File: config.mk
export PLATFORM = sky130hd
export DESIGN_NAME = pcsd_top
export DESIGN_NICKNAME = d
export VERILOG_FILES = /design/src/pcsd_pkg.sv /design/src/pcsd_sel_if.sv /design/src/pcsd_decode.sv /design/src/pcsd_top.sv
export VERILOG_INCLUDE_DIRS = /design/src
export SDC_FILE = /design/constraint.sdc
export NUM_CORES = 1
export LEC_CHECK = 0
export ABC_CLOCK_PERIOD_IN_PS = 2600
export CAP_MARGIN = 20
export CORE_MARGIN = 2
export CORE_UTILIZATION = 35
export DETAILED_ROUTE_END_ITERATION = 7
export DONT_BUFFER_PORTS = 1
export GPL_ROUTABILITY_DRIVEN = 0
export GPL_TIMING_DRIVEN = 0
export PLACE_DENSITY = 0.58
export SYNTH_ARGS = -nofsm -noshare
export SYNTH_HDL_FRONTEND = slang
export SYNTH_HIERARCHICAL = 1
export SYNTH_SLANG_ARGS = --single-unit
File: constraint.sdc
create_clock -name sys_clk_i -period 2.6 [get_ports sys_clk_i]
set_input_delay 0.65 -clock sys_clk_i [delete_from_list [all_inputs] [get_ports sys_clk_i]]
set_output_delay 0.65 -clock sys_clk_i [all_outputs]
set_load 0.1 [all_outputs]
File: src/pcsd_map.svh
`ifndef PCSD_MAP_SVH
`define PCSD_MAP_SVH

// Register byte addresses on the plain register port.
`define PCSD_OFF_CS0_START 32'h0b00_0320
`define PCSD_OFF_CS0_STOP 32'h0b00_0322
`define PCSD_OFF_CS0_UPPER 32'h0b00_0324
`define PCSD_OFF_CS1_START 32'h0b00_0326
`define PCSD_OFF_CS1_STOP 32'h0b00_0328
`define PCSD_OFF_CS1_UPPER 32'h0b00_032a
`define PCSD_OFF_MODE 32'h0b00_032c

// Field positions in the chip select mode control register.
`define PCSD_CS1_MIO_BIT 7
`define PCSD_CS1_DSZ_BIT 6
`define PCSD_CS1_MD_MSB 5
`define PCSD_CS1_MD_LSB 4
`define PCSD_CS0_MIO_BIT 3
`define PCSD_CS0_DSZ_BIT 2
`define PCSD_CS0_MD_MSB 1
`define PCSD_CS0_MD_LSB 0

// Implemented widths and reset values.
`define PCSD_START1_W 15
`define PCSD_UPPER_W 12
`define PCSD_MODE_W 8
`define PCSD_RST_WORD 16'h0000
`define PCSD_RST_UPPER 12'h000
`define PCSD_RST_START1 15'h0000
`define PCSD_RST_MODE 8'h00

`endif

File: src/pcsd_pkg.sv
package pcsd_pkg;

  typedef logic [31:0] pcsd_addr_t;
  typedef logic [15:0] pcsd_word_t;
  typedef logic [27:0] pcsd_sys_addr_t;

  // Qualifier encoding follows the two-bit mode field order 00, 01, 10, 11.
  typedef enum logic [1:0] {
    PCSD_QM_OFF,
    PCSD_QM_READ,
    PCSD_QM_WRITE,
    PCSD_QM_DECODE
  } pcsd_qmode_t;

endpackage

File: src/pcsd_sel_if.sv
`timescale 1ns/1ps
interface pcsd_sel_if;
  import pcsd_pkg::*;

  logic [15:0] start;
  logic [15:0] stop;
  logic [11:0] upper;
  pcsd_qmode_t qmode;
  logic memory_not_io;
  logic width_select;

  modport cfg (
    output start,
    output stop,
    output upper,
    output qmode,
    output memory_not_io,
    output width_select
  );

  modport dec (
    input start,
    input stop,
    input upper,
    input qmode,
    input memory_not_io,
    input width_select
  );
endinterface

File: src/pcsd_decode.sv
`timescale 1ns/1ps
module pcsd_decode (
  pcsd_sel_if.dec cfg,
  input wire pcsd_pkg::pcsd_sys_addr_t sys_addr_i,
  input wire logic mem_cycle_i,
  input wire logic rd_strobe_i,
  input wire logic wr_strobe_i,
  input wire logic mem_width16_n_i,
  input wire logic io_width16_n_i,
  output logic hit_o,
  output logic wide_o
);
  import pcsd_pkg::*;

  // Both limits are inclusive; a 16-bit select drops bit 0 on every side.
  function automatic logic in_window(input logic [15:0] a, input logic [15:0] lo,
                                     input logic [15:0] hi, input logic wide);
    logic [15:0] m;
    m = wide ? 16'hfffe : 16'hffff;
    return ((a & m) >= (lo & m)) && ((a & m) <= (hi & m));
  endfunction

  wire window_ok = in_window(sys_addr_i[15:0], cfg.start, cfg.stop,
                             cfg.width_select);
  wire upper_ok = (sys_addr_i[27:16] == cfg.upper);
  wire type_ok = (mem_cycle_i == cfg.memory_not_io);
  wire qual_ok = (cfg.qmode == PCSD_QM_DECODE) ||
                 (cfg.qmode == PCSD_QM_READ && rd_strobe_i) ||
                 (cfg.qmode == PCSD_QM_WRITE && wr_strobe_i);
  wire ext_wide = mem_cycle_i ? !mem_width16_n_i : !io_width16_n_i;

  assign hit_o = window_ok && upper_ok && type_ok && qual_ok;
  assign wide_o = cfg.width_select || ext_wide;
endmodule // pcsd_decode

File: src/pcsd_top.sv
`timescale 1ns/1ps
`include "pcsd_map.svh"

// Summary of operation
// - Address low half within inclusive start/stop window.
// - Address bits 27:16 equal upper match value.
// - Mode qualifier must be met by bus cycle.
// - Sixteen-bit select ignores address bit zero.
// - Select one mode: off, read, write, decode.
// - Select zero mode uses same encoding.
// - Bit 7: select one I/O or memory.
// - Bit 3: select zero I/O or memory.
// - Bit 6: select one width, peripheral may widen.
// - Bit 2: select zero width, same way.
// - Reserved register bits read as zero.
// - Clock-domain reset clears; other resets hold configuration, clear selects.
// - Select one start bit 15 reads zero.
module pcsd_top #(
  parameter int SYNC_STAGES = 2
) (
  input wire logic sys_clk_i,
  input wire logic reset_i,
  input wire logic other_reset_i,
  input wire pcsd_pkg::pcsd_addr_t reg_addr_i,
  input wire pcsd_pkg::pcsd_word_t reg_wdata_i,
  input wire logic reg_wr_i,
  input wire logic reg_rd_i,
  output pcsd_pkg::pcsd_word_t reg_rdata_o,
  input wire pcsd_pkg::pcsd_sys_addr_t sys_addr_i,
  input wire logic mem_cycle_i,
  input wire logic rd_strobe_i,
  input wire logic wr_strobe_i,
  input wire logic mem_width16_n_i,
  input wire logic io_width16_n_i,
  output logic chip_select_zero_o,
  output logic chip_select_one_o,
  output logic cs0_cycle16_o,
  output logic cs1_cycle16_o
);
  import pcsd_pkg::*;

  if (SYNC_STAGES < 2) begin : g_bad_sync
    $error("SYNC_STAGES must be at least 2.");
  end

  // Configuration registers.
  logic [15:0] cs0_start_q;
  logic [15:0] cs0_stop_q;
  logic [11:0] cs0_upper_q;
  logic [14:0] cs1_start_q;
  logic [15:0] cs1_stop_q;
  logic [11:0] cs1_upper_q;
  logic [7:0] mode_q;
  pcsd_word_t rdata_q;

  // Outputs and width indication synchronisers.
  logic cs0_q;
  logic cs1_q;
  logic cs0_wide_q;
  logic cs1_wide_q;
  logic [SYNC_STAGES-1:0] mem_w16_sync_q;
  logic [SYNC_STAGES-1:0] io_w16_sync_q;

  // Address decode of the register port.
  wire sel_cs0_start = (reg_addr_i == `PCSD_OFF_CS0_START);
  wire sel_cs0_stop = (reg_addr_i == `PCSD_OFF_CS0_STOP);
  wire sel_cs0_upper = (reg_addr_i == `PCSD_OFF_CS0_UPPER);
  wire sel_cs1_start = (reg_addr_i == `PCSD_OFF_CS1_START);
  wire sel_cs1_stop = (reg_addr_i == `PCSD_OFF_CS1_STOP);
  wire sel_cs1_upper = (reg_addr_i == `PCSD_OFF_CS1_UPPER);
  wire sel_mode = (reg_addr_i == `PCSD_OFF_MODE);

  // Unmapped reads return zero, as do the reserved high bits.
  wire pcsd_word_t rd_mux =
    sel_cs0_start ? cs0_start_q :
    sel_cs0_stop ? cs0_stop_q :
    sel_cs0_upper ? {4'h0, cs0_upper_q} :
    sel_cs1_start ? {1'b0, cs1_start_q} :
    sel_cs1_stop ? cs1_stop_q :
    sel_cs1_upper ? {4'h0, cs1_upper_q} :
    sel_mode ? {8'h00, mode_q} :
    `PCSD_RST_WORD;

  // Only reset_i stands for the clock-domain reset of this register file.
  // Every other reset leaves the configuration alone.
  always_ff @(posedge sys_clk_i) begin
    if (reset_i) begin
      cs0_start_q <= `PCSD_RST_WORD;
      cs0_stop_q <= `PCSD_RST_WORD;
      cs0_upper_q <= `PCSD_RST_UPPER;
    end else if (reg_wr_i) begin
      if (sel_cs0_start) cs0_start_q <= reg_wdata_i;
      if (sel_cs0_stop) cs0_stop_q <= reg_wdata_i;
      if (sel_cs0_upper) cs0_upper_q <= reg_wdata_i[11:0];
    end
  end

  always_ff @(posedge sys_clk_i) begin
    if (reset_i) begin
      cs1_start_q <= `PCSD_RST_START1;
      cs1_stop_q <= `PCSD_RST_WORD;
      cs1_upper_q <= `PCSD_RST_UPPER;
    end else if (reg_wr_i) begin
      if (sel_cs1_start) cs1_start_q <= reg_wdata_i[14:0];
      if (sel_cs1_stop) cs1_stop_q <= reg_wdata_i;
      if (sel_cs1_upper) cs1_upper_q <= reg_wdata_i[11:0];
    end
  end

  always_ff @(posedge sys_clk_i) begin
    if (reset_i) begin
      mode_q <= `PCSD_RST_MODE;
    end else if (reg_wr_i && sel_mode) begin
      mode_q <= reg_wdata_i[7:0];
    end
  end

  // Read data stand only in the cycle after the read strobe.
  always_ff @(posedge sys_clk_i) begin
    if (reset_i) begin
      rdata_q <= `PCSD_RST_WORD;
    end else begin
      rdata_q <= reg_rd_i ? rd_mux : `PCSD_RST_WORD;
    end
  end

  // The width indications are pins, so they cross into this clock first.
  always_ff @(posedge sys_clk_i) begin
    if (reset_i || other_reset_i) begin
      mem_w16_sync_q <= '1;
      io_w16_sync_q <= '1;
    end else begin
      mem_w16_sync_q <= {mem_w16_sync_q[SYNC_STAGES-2:0], mem_width16_n_i};
      io_w16_sync_q <= {io_w16_sync_q[SYNC_STAGES-2:0], io_width16_n_i};
    end
  end

  wire mem_w16_n_s = mem_w16_sync_q[SYNC_STAGES-1];
  wire io_w16_n_s = io_w16_sync_q[SYNC_STAGES-1];

  pcsd_sel_if sel0_if ();
  pcsd_sel_if sel1_if ();

  assign sel0_if.start = cs0_start_q;
  assign sel0_if.stop = cs0_stop_q;
  assign sel0_if.upper = cs0_upper_q;
  assign sel0_if.qmode = pcsd_qmode_t'(mode_q[`PCSD_CS0_MD_MSB:`PCSD_CS0_MD_LSB]);
  assign sel0_if.memory_not_io = mode_q[`PCSD_CS0_MIO_BIT];
  assign sel0_if.width_select = mode_q[`PCSD_CS0_DSZ_BIT];

  assign sel1_if.start = {1'b0, cs1_start_q};
  assign sel1_if.stop = cs1_stop_q;
  assign sel1_if.upper = cs1_upper_q;
  assign sel1_if.qmode = pcsd_qmode_t'(mode_q[`PCSD_CS1_MD_MSB:`PCSD_CS1_MD_LSB]);
  assign sel1_if.memory_not_io = mode_q[`PCSD_CS1_MIO_BIT];
  assign sel1_if.width_select = mode_q[`PCSD_CS1_DSZ_BIT];

  logic cs0_hit;
  logic cs1_hit;
  logic cs0_wide;
  logic cs1_wide;

  pcsd_decode u_dec0 (
    .cfg(sel0_if.dec),
    .sys_addr_i(sys_addr_i),
    .mem_cycle_i(mem_cycle_i),
    .rd_strobe_i(rd_strobe_i),
    .wr_strobe_i(wr_strobe_i),
    .mem_width16_n_i(mem_w16_n_s),
    .io_width16_n_i(io_w16_n_s),
    .hit_o(cs0_hit),
    .wide_o(cs0_wide)
  );

  pcsd_decode u_dec1 (
    .cfg(sel1_if.dec),
    .sys_addr_i(sys_addr_i),
    .mem_cycle_i(mem_cycle_i),
    .rd_strobe_i(rd_strobe_i),
    .wr_strobe_i(wr_strobe_i),
    .mem_width16_n_i(mem_w16_n_s),
    .io_width16_n_i(io_w16_n_s),
    .hit_o(cs1_hit),
    .wide_o(cs1_wide)
  );

  // Registering the selects costs one cycle of latency but gives glitch-free pins.
  always_ff @(posedge sys_clk_i) begin
    if (reset_i || other_reset_i) begin
      cs0_q <= 1'b0;
      cs1_q <= 1'b0;
      cs0_wide_q <= 1'b0;
      cs1_wide_q <= 1'b0;
    end else begin
      cs0_q <= cs0_hit;
      cs1_q <= cs1_hit;
      cs0_wide_q <= cs0_hit && cs0_wide;
      cs1_wide_q <= cs1_hit && cs1_wide;
    end
  end

  assign reg_rdata_o = rdata_q;
  assign chip_select_zero_o = cs0_q;
  assign chip_select_one_o = cs1_q;
  assign cs0_cycle16_o = cs0_wide_q;
  assign cs1_cycle16_o = cs1_wide_q;

  wire any_reset = reset_i || other_reset_i;

  cs0_off_a: assert property (@(posedge sys_clk_i) disable iff (any_reset)
    mode_q[1:0] == 2'b00 |=> !chip_select_zero_o)
    else $error("Disabled select zero asserted.");

  cs1_off_a: assert property (@(posedge sys_clk_i) disable iff (any_reset)
    mode_q[5:4] == 2'b00 |=> !chip_select_one_o)
    else $error("Disabled select one asserted.");

  read_qual_a: assert property (@(posedge sys_clk_i) disable iff (any_reset)
    mode_q[5:4] == 2'b01 && !rd_strobe_i |=> !chip_select_one_o)
    else $error("Read qualified select without read strobe.");

  write_qual_a: assert property (@(posedge sys_clk_i) disable iff (any_reset)
    mode_q[1:0] == 2'b10 && !wr_strobe_i |=> !chip_select_zero_o)
    else $error("Write qualified select without write strobe.");

  cs1_type_a: assert property (@(posedge sys_clk_i) disable iff (any_reset)
    mem_cycle_i != mode_q[7] |=> !chip_select_one_o)
    else $error("Select one in wrong cycle type.");

  cs0_type_a: assert property (@(posedge sys_clk_i) disable iff (any_reset)
    mem_cycle_i != mode_q[3] |=> !chip_select_zero_o)
    else $error("Select zero in wrong cycle type.");

  window_low_a: assert property (@(posedge sys_clk_i) disable iff (any_reset)
    !mode_q[6] && sys_addr_i[15:0] < {1'b0, cs1_start_q} |=> !chip_select_one_o)
    else $error("Select one below its start address.");

  window_high_a: assert property (@(posedge sys_clk_i) disable iff (any_reset)
    !mode_q[6] && sys_addr_i[15:0] > cs1_stop_q |=> !chip_select_one_o)
    else $error("Select one above its stop address.");

  upper_match_a: assert property (@(posedge sys_clk_i) disable iff (any_reset)
    sys_addr_i[27:16] != cs1_upper_q |=> !chip_select_one_o)
    else $error("Select one with upper address mismatch.");

  bit0_ignore_a: assert property (@(posedge sys_clk_i) disable iff (any_reset)
    mode_q[7:4] == 4'hf && mem_cycle_i && sys_addr_i[27:16] == cs1_upper_q &&
    sys_addr_i[15:1] >= cs1_start_q[14:1] && sys_addr_i[15:1] <= cs1_stop_q[15:1]
    |=> chip_select_one_o)
    else $error("Sixteen-bit select one missed a bit-zero match.");

  force_wide_a: assert property (@(posedge sys_clk_i) disable iff (any_reset)
    chip_select_one_o && $past(mode_q[6]) |-> cs1_cycle16_o)
    else $error("Forced sixteen-bit select one ran narrow.");

  narrow_a: assert property (@(posedge sys_clk_i) disable iff (any_reset)
    !mode_q[2] && mem_cycle_i && mem_w16_n_s |=> !cs0_cycle16_o)
    else $error("Eight-bit select zero widened without request.");

  reserved_zero_a: assert property (@(posedge sys_clk_i) disable iff (reset_i)
    reg_rd_i && (sel_mode || sel_cs1_upper) |=> reg_rdata_o[15:12] == 4'h0)
    else $error("Reserved bits read as nonzero.");

  hold_cfg_a: assert property (@(posedge sys_clk_i) disable iff (reset_i)
    other_reset_i && !reg_wr_i |=> $stable(mode_q) && $stable(cs1_stop_q))
    else $error("Configuration lost on a non-clock reset.");

  start_msb_a: assert property (@(posedge sys_clk_i) disable iff (reset_i)
    reg_rd_i && sel_cs1_start |=> !reg_rdata_o[15])
    else $error("Start address bit 15 read as one.");

  cs0_low_a: assert property (@(posedge sys_clk_i) disable iff (any_reset)
    !mode_q[2] && sys_addr_i[15:0] < cs0_start_q |=> !chip_select_zero_o)
    else $error("Select zero below its start address.");

  cs0_high_a: assert property (@(posedge sys_clk_i) disable iff (any_reset)
    !mode_q[2] && sys_addr_i[15:0] > cs0_stop_q |=> !chip_select_zero_o)
    else $error("Select zero above its stop address.");

  cs0_upper_a: assert property (@(posedge sys_clk_i) disable iff (any_reset)
    sys_addr_i[27:16] != cs0_upper_q |=> !chip_select_zero_o)
    else $error("Select zero with upper address mismatch.");

  cs0_read_qual_a: assert property (@(posedge sys_clk_i) disable iff (any_reset)
    mode_q[1:0] == 2'h1 && !rd_strobe_i |=> !chip_select_zero_o)
    else $error("Read qualified select zero without read strobe.");

  cs1_write_qual_a: assert property (@(posedge sys_clk_i) disable iff (any_reset)
    mode_q[5:4] == 2'h2 && !wr_strobe_i |=> !chip_select_one_o)
    else $error("Write qualified select one without write strobe.");

  cs1_decode_a: assert property (@(posedge sys_clk_i) disable iff (any_reset)
    mode_q[7:4] == 4'hb && mem_cycle_i && sys_addr_i[27:16] == cs1_upper_q &&
    sys_addr_i[15:0] >= {1'b0, cs1_start_q} && sys_addr_i[15:0] <= cs1_stop_q
    |=> chip_select_one_o)
    else $error("Decode-only select one missed a match.");

  io_narrow_a: assert property (@(posedge sys_clk_i) disable iff (any_reset)
    !mode_q[6] && !mem_cycle_i && io_w16_n_s |=> !cs1_cycle16_o)
    else $error("Eight-bit select one widened without request.");

  cs0_wide_a: assert property (@(posedge sys_clk_i) disable iff (any_reset)
    chip_select_zero_o && $past(mode_q[2]) |-> cs0_cycle16_o)
    else $error("Forced sixteen-bit select zero ran narrow.");
endmodule // pcsd_top

==> metrics.md, run 1 <==
| Metric | Value |
|---|---|
| Number of distinct library cells after synthesis | `55` |
| Clk pin slew, worst setup/hold paths | `60 ps` |
| Netlist Area Pre-Place | `7312 um^2` |
| Die Y | `148.5 um` |
| Cells after Synth | `786` |
| P_int | `3.324 mW` |
| Die span in x | `148.5 um` |
| Clock sink total | `119` |
| Power per cell area | `533.3 nW/um^2` |
| Worst setup margin | `97.54 ps` |
| Post-route DRC | `0` |
| Worst R2R Start | `mode_q[6]` |
| Drt wl/cell | `20.86 um` |
| Setup CP Type | `reg2reg` |
| Worst hold path class | `in2reg` |
| Fin nets | `958` |
| Met2 routed WL | `10.61 mm` |
| RSZ-0062 raised after global routing | `false` |
| Comb pwr share | `7.9%` |
| Sequential share of power | `41.4%` |
| Area Growth Syn to Fin | `13.07%` |
| Hold Crit Endpoint | `io_w16_sync_q[0]` |
| R2R Path End | `cs1_cycle16_o` |
| Core area | `20360 um^2` |
| Clk pwr share | `50.7%` |
| Routed Antenna Nets | `0` |
| Max Cap Viol | `0` |
| Most frequent cells in the layout | `119 x nand2b_1, 119 x dfxtp_1, 101 x mux2i_1, 72 x inv_1, 64 x ha_1` |
| Placed insts | `1056` |
| Critical path peak fanout | `6` |
| Total Routed Length | `22.75 mm` |
| CTS buffer count | `17` |
| Multi-input gate area | `4554 um^2` |
| Critical Path End Type | `flip-flop` |
| Io pins | `106` |
| Switching component of the power | `1.085 mW` |
| GRT overflow | `0` |
| Final Hold Vio Count | `0` |
| Number of global-route vias before repair | `5823` |
| Post-route minimum period | `2502 ps` |
| Clk root buf | `clkbuf_16` |
| WP data arrival | `2870 ps` |
| Drt initial violations | `448` |
| Ys async rst share | `0%` |
| Seq/Total Area, Yosys | `32.58%` |
| HPWL Detailed | `17.76 mm` |
| # fillers | `2032` |
| Final setup TNS | `0 ps` |
| Hold Buf Count CTS | `0` |
| Final Skew | `7.644 ps` |
| Commonest register cell after synthesis | `dfxtp_1` |
| EDFF count, synth | `0` |
| Yosys reg bits | `119` |
| I/O Buffers | `0` |
| Detailed-route vias per instance | `5.356` |
| Largest net degree at the start of global routing | `17` |
| Final Hold Slack | `323.0 ps` |
| Slew @ Worst Pin | `1116 ps` |
| Initial core utilization | `35.91%` |
| Reg-to-reg slack, setup | `100 ps` |
| Uppermost layer routed | `met4` |
| Relative slew slack | `25.00%` |
| Total number of vias | `5843` |
| Max Fclk | `399.6 MHz` |
| Setup crit start kind | `flip-flop` |
| Hold Crit Depth | `1` |
| Fraction of layout cells with a size suffix above 1 | `9.501%` |
| CTS tree | `yes` |
| Die area | `22060 um^2` |
| First-pass GRT wire length | `34.11 mm` |
| H-tree depth | `4` |
| Fin crit share | `96.25%` |
| Max VDD drop | `0.4323 mV` |
| Status | `finished clean` |
| Non-Filler Instances | `1091` |
| # setup viols final | `0` |
| Net Count, Synth | `936` |
| Core Rows | `52` |
| Avg Inst Size Synth | `9.303 um^2` |
| Clock latency on the worst-skew pair | `420 ps` |
| Drt pass-1 iters | `5` |
| Max clock buf depth | `2` |
| Pre-CTS setup slack | `-489.8 ps` |
| Hold Crit Start | `io_width16_n_i` |
| Global Route Usage Sum | `20.91%` |
| FF+latch area | `2382 um^2` |
| Path depth of the worst reg2reg path | `8` |
| Max-slew violation count | `0` |
| Met3 wire len | `1.371 mm` |
| Leak | `3.505 nW` |
| Switching Fraction | `24.61%` |
| Antenna violations before repair | `0` |
| Warnings, synthesis | `6` |
| Critical path required time | `2970 ps` |
| Met1 WL | `10.30 mm` |
| N_diodes | `0` |
sequential cells by signal, indices dropped and copies added (netlist names):
register and count:
cs1_upper_q 12, cs0_stop_q 16, chip_select_one_o 1, reg_rdata_o 16
cs0_cycle16_o 1, chip_select_zero_o 1, mem_w16_sync_q 2, cs0_upper_q 12
cs0_start_q 16, mode_q 8, io_w16_sync_q 2, cs1_stop_q 16
cs1_start_q 15, cs1_cycle16_o 1
cells in the mapped netlist (10+ instances only):
| cell type | count | share of area, % |
|---|---|---|
| nor2_1 | 15 | 0.77 |
| nand2b_1 | 119 | 10 |
| a21oi_1 | 36 | 2.5 |
| nor2b_1 | 15 | 1.3 |
| inv_1 | 72 | 3.7 |
| xor2_1 | 16 | 1.9 |
| ha_1 | 64 | 11 |
| mux2i_1 | 101 | 14 |
| nand4_1 | 17 | 1.5 |
| xnor2_1 | 10 | 1.2 |
| clkbuf_1 | 26 | 1.3 |
| nand2_1 | 23 | 1.2 |
| dfxtp_1 | 119 | 33 |
logic make-up (layout without fill, tap and decap cells):
| logic type | after synthesis | count (layout) | synth area share, % |
|---|---|---|---|
| simple gates | 253 | 253 | 21.53 |
| xor+xnor | 26 | 26 | 3.114 |
| mux | 113 | 113 | 16.91 |
| flops | 119 | 119 | 32.58 |
| compound gates | 103 | 103 | 9.274 |
| other cells | 1 | 1 | 0.05129 |
| fa+ha+maj | 64 | 64 | 10.95 |
| buf+inv | 107 | 142 | 5.595 |
worst max path at each step:
stage	from	to	slack, ps	cells after the start
finish	mode_q[6]	cs1_cycle16_o	100	8
CTS	mode_q[2]	cs0_cycle16_o	20	8
floorplan	reg_addr_i[7]	cs0_start_q[10]	70	6
global route	mode_q[6]	cs1_cycle16_o	60	8
global placement	reg_addr_i[7]	cs0_start_q[6]	-520	6
detailed placement	reg_addr_i[7]	cs0_start_q[6]	-490	6
worst max-delay path: stages (launching register included):
cell,delay [ps]
dfxtp_1,390
nand2b_1,220
ha_1,280
nand2b_1,90
a31oi_1,120
o31ai_2,410
a211oi_1,190
nor4_2,510
and3_1,220
power groups by stage:
stage          Clock (mW)  Combinational [mW]  Sequential (mW)
2_1_floorplan           0               0.244             1.87
3_3_place_gp            0               0.332             1.87
3_5_place_dp            0               0.335             1.87
4_1_cts              2.26               0.339             1.83
5_1_grt              2.35               0.382             1.83
6_report             2.24               0.347             1.83
what timing repair did:
action / CTS / global route
setup buffers: 0 / 3
endpoints found under the setup margin: 12 / 45
gates resized for setup: 2 / 4
pin swaps: 0 / 2
routing by layer:
metal	track usage [%]	vias up
met5	0	-
met3	4.233	32
met2	33.29	199
li1	-	2805
met1	28.30	2807
met4	7.143	0
layout make-up:
| type | count | area share, % |
|---|---|---|
| timing repair buffer | 3 | 0.2724 |
| clock inverter | 11 | 1.226 |
| inverter | 72 | 3.269 |
| sequential | 119 | 28.81 |
| multi-input combinational | 560 | 55.08 |
| buffer | 35 | 1.680 |
| tap | 270 | 4.086 |
| clock buffer | 21 | 5.569 |
through the flow:
| step | utilization [%] | power (mW) | instance area (um^2) |
|---|---|---|---|
| floorplan | - | 2.109 | 7312 |
| global placement | 37.56 | 2.198 | 7650 |
| detailed placement | 37.56 | 2.201 | 7650 |
| CTS | 40.38 | 4.422 | 8224 |
| global route | 40.60 | 4.561 | 8268 |
| finish | 40.60 | 4.409 | 8268 |
Note: power is estimated with default switching activity, not from simulation.
==> run 2: changes to the inputs <==
- SETUP_SLACK_MARGIN: not set -> 0.15
==> run 2 against run 1 <==
Effect of this change:
- sequential cell count stayed put
- clock-buffer cell count shrank 4
- combinational power barely moved
- via count is 0.19% lower
- register-to-register slack improved by 70 ps
- largest cell class unchanged
==> metrics.md, run 2 (synthesized netlist as in run 1, its figures left out) <==
| Metric | Value |
|---|---|
| Clk root buf | `clkbuf_16` |
| Number of global-route vias before repair | `5666` |
| Post-route DRC | `0` |
| Core Rows | `52` |
| Max Cap Viol | `0` |
| Leak | `3.577 nW` |
| Core Util, Final | `41.12%` |
| CTS buffer count | `17` |
| Clock sink total | `119` |
| Uppermost layer routed | `met4` |
| Largest net degree at the start of global routing | `17` |
| RSZ-0062 raised after global routing | `false` |
| Antenna violations before repair | `0` |
| GRT overflow | `0` |
| Path depth of the worst reg2reg path | `8` |
| Total number of vias | `5832` |
| Drt wl/cell | `20.67 um` |
| Fin nets | `959` |
| Critical path peak fanout | `6` |
| Slew @ Worst Pin | `1118 ps` |
| Post-route minimum period | `2432 ps` |
| Most frequent cells in the layout | `119 x nand2b_1, 119 x dfxtp_1, 101 x mux2i_1, 72 x inv_1, 64 x ha_1` |
| Die span in x | `148.5 um` |
| Fin crit share | `93.55%` |
| Critical Path End Type | `flip-flop` |
| Global Route Usage Sum | `20.65%` |
| Core area | `20360 um^2` |
| Hold Buf Count CTS | `0` |
| Routed Antenna Nets | `0` |
| Met2 routed WL | `10.66 mm` |
| HPWL Detailed | `17.59 mm` |
| Drt pass-1 iters | `4` |
| Hold Crit Depth | `1` |
| Relative slew slack | `24.89%` |
| Worst hold path class | `in2reg` |
| Clock latency on the worst-skew pair | `430 ps` |
| Status | `finished clean` |
| Critical path required time | `2980 ps` |
| Power per cell area | `569.2 nW/um^2` |
| Die Y | `148.5 um` |
| Final Skew | `7.560 ps` |
| Met1 WL | `10.20 mm` |
| Detailed-route vias per instance | `5.336` |
| Initial core utilization | `35.91%` |
| Drt initial violations | `367` |
| # fillers | `2045` |
| Placed insts | `1056` |
| H-tree depth | `4` |
| # setup viols final | `0` |
| Max Fclk | `411.1 MHz` |
| Die area | `22060 um^2` |
| Max VDD drop | `0.5187 mV` |
| Final Hold Vio Count | `0` |
| I/O Buffers | `0` |
| CTS tree | `yes` |
| Max clock buf depth | `2` |
| First-pass GRT wire length | `33.49 mm` |
| Clk pin slew, worst setup/hold paths | `60 ps` |
| Non-Filler Instances | `1093` |
| Fraction of layout cells with a size suffix above 1 | `10.22%` |
| Area Growth Syn to Fin | `14.53%` |
| WP data arrival | `2810 ps` |
| Setup crit start kind | `flip-flop` |
| Setup CP Type | `reg2reg` |
| Total Routed Length | `22.59 mm` |
| Io pins | `106` |
| Max-slew violation count | `0` |
| Met3 wire len | `1.354 mm` |
[run 2: final timing paths]
path / to / from / slack (ps)
worst max-delay path: cs0_cycle16_o / mode_q[2] / 170
worst min-delay path: mem_w16_sync_q[0] / mem_width16_n_i / 310
worst max register to register: cs0_cycle16_o / mode_q[2] / 170
worst min register to register: io_w16_sync_q[1] / io_w16_sync_q[0] / 410
[run 2: power breakdown]
part	internal, mW	leakage (nW)	switching, mW
sequential	1.83	0.958	0.000391
clock	1.63	0.306	0.967
combinational	0.142	2.31	0.207
total	3.59	3.58	1.17
[run 2: layout make-up]
class	instances	area (um^2)	area share (%)
Multi-Input combinational cell	560	4572	54.59
Sequential cell	119	2382	28.45
Clock buffer	17	425.4	5.080
Tap cell	270	337.8	4.034
Inverter	72	270.3	3.227
Clock inverter	15	214.0	2.555
Buffer	35	140.1	1.673
Timing Repair Buffer	4	30.03	0.3586
Antenna cell	1	2.502	0.02988
[run 2: critical path: stages (launching register included)]
cell,delay [ps]
dfxtp_1,380
nand2b_1,210
ha_1,280
nand2b_1,100
a31oi_1,110
o31ai_2,380
a211oi_1,200
nor4_2,490
and3_1,230
[run 2: layer usage]
layer	GRT usage [%]	up-vias
li1	-	2808
met1	27.23	2823
met2	33.98	169
met3	4.877	32
met4	5.476	0
met5	0	-
[run 2: timing repair]
item | in CTS | in global routing
endpoints found under the setup margin | 8 | 38
setup buffers | 1 | 3
resized for setup | 4 | 4
pin swaps | 1 | 4
[run 2: through the flow]
stage | area [um^2] | TNS (ps) | hold slack [ps] | power, mW | setup slack, ps
6_report | 8374 | 0 | 311.7 | 4.766 | 167.6
4_1_cts | 8334 | 0 | 305.0 | 4.772 | 139.3
2_1_floorplan | 7327 | 0 | 384.4 | 2.111 | 134.8
3_5_place_dp | 7665 | -14890 | 395.1 | 2.202 | -368.7
3_3_place_gp | 7665 | -16100 | 390.8 | 2.200 | -402.9
5_1_grt | 8372 | 0 | 300.0 | 4.904 | 151.0
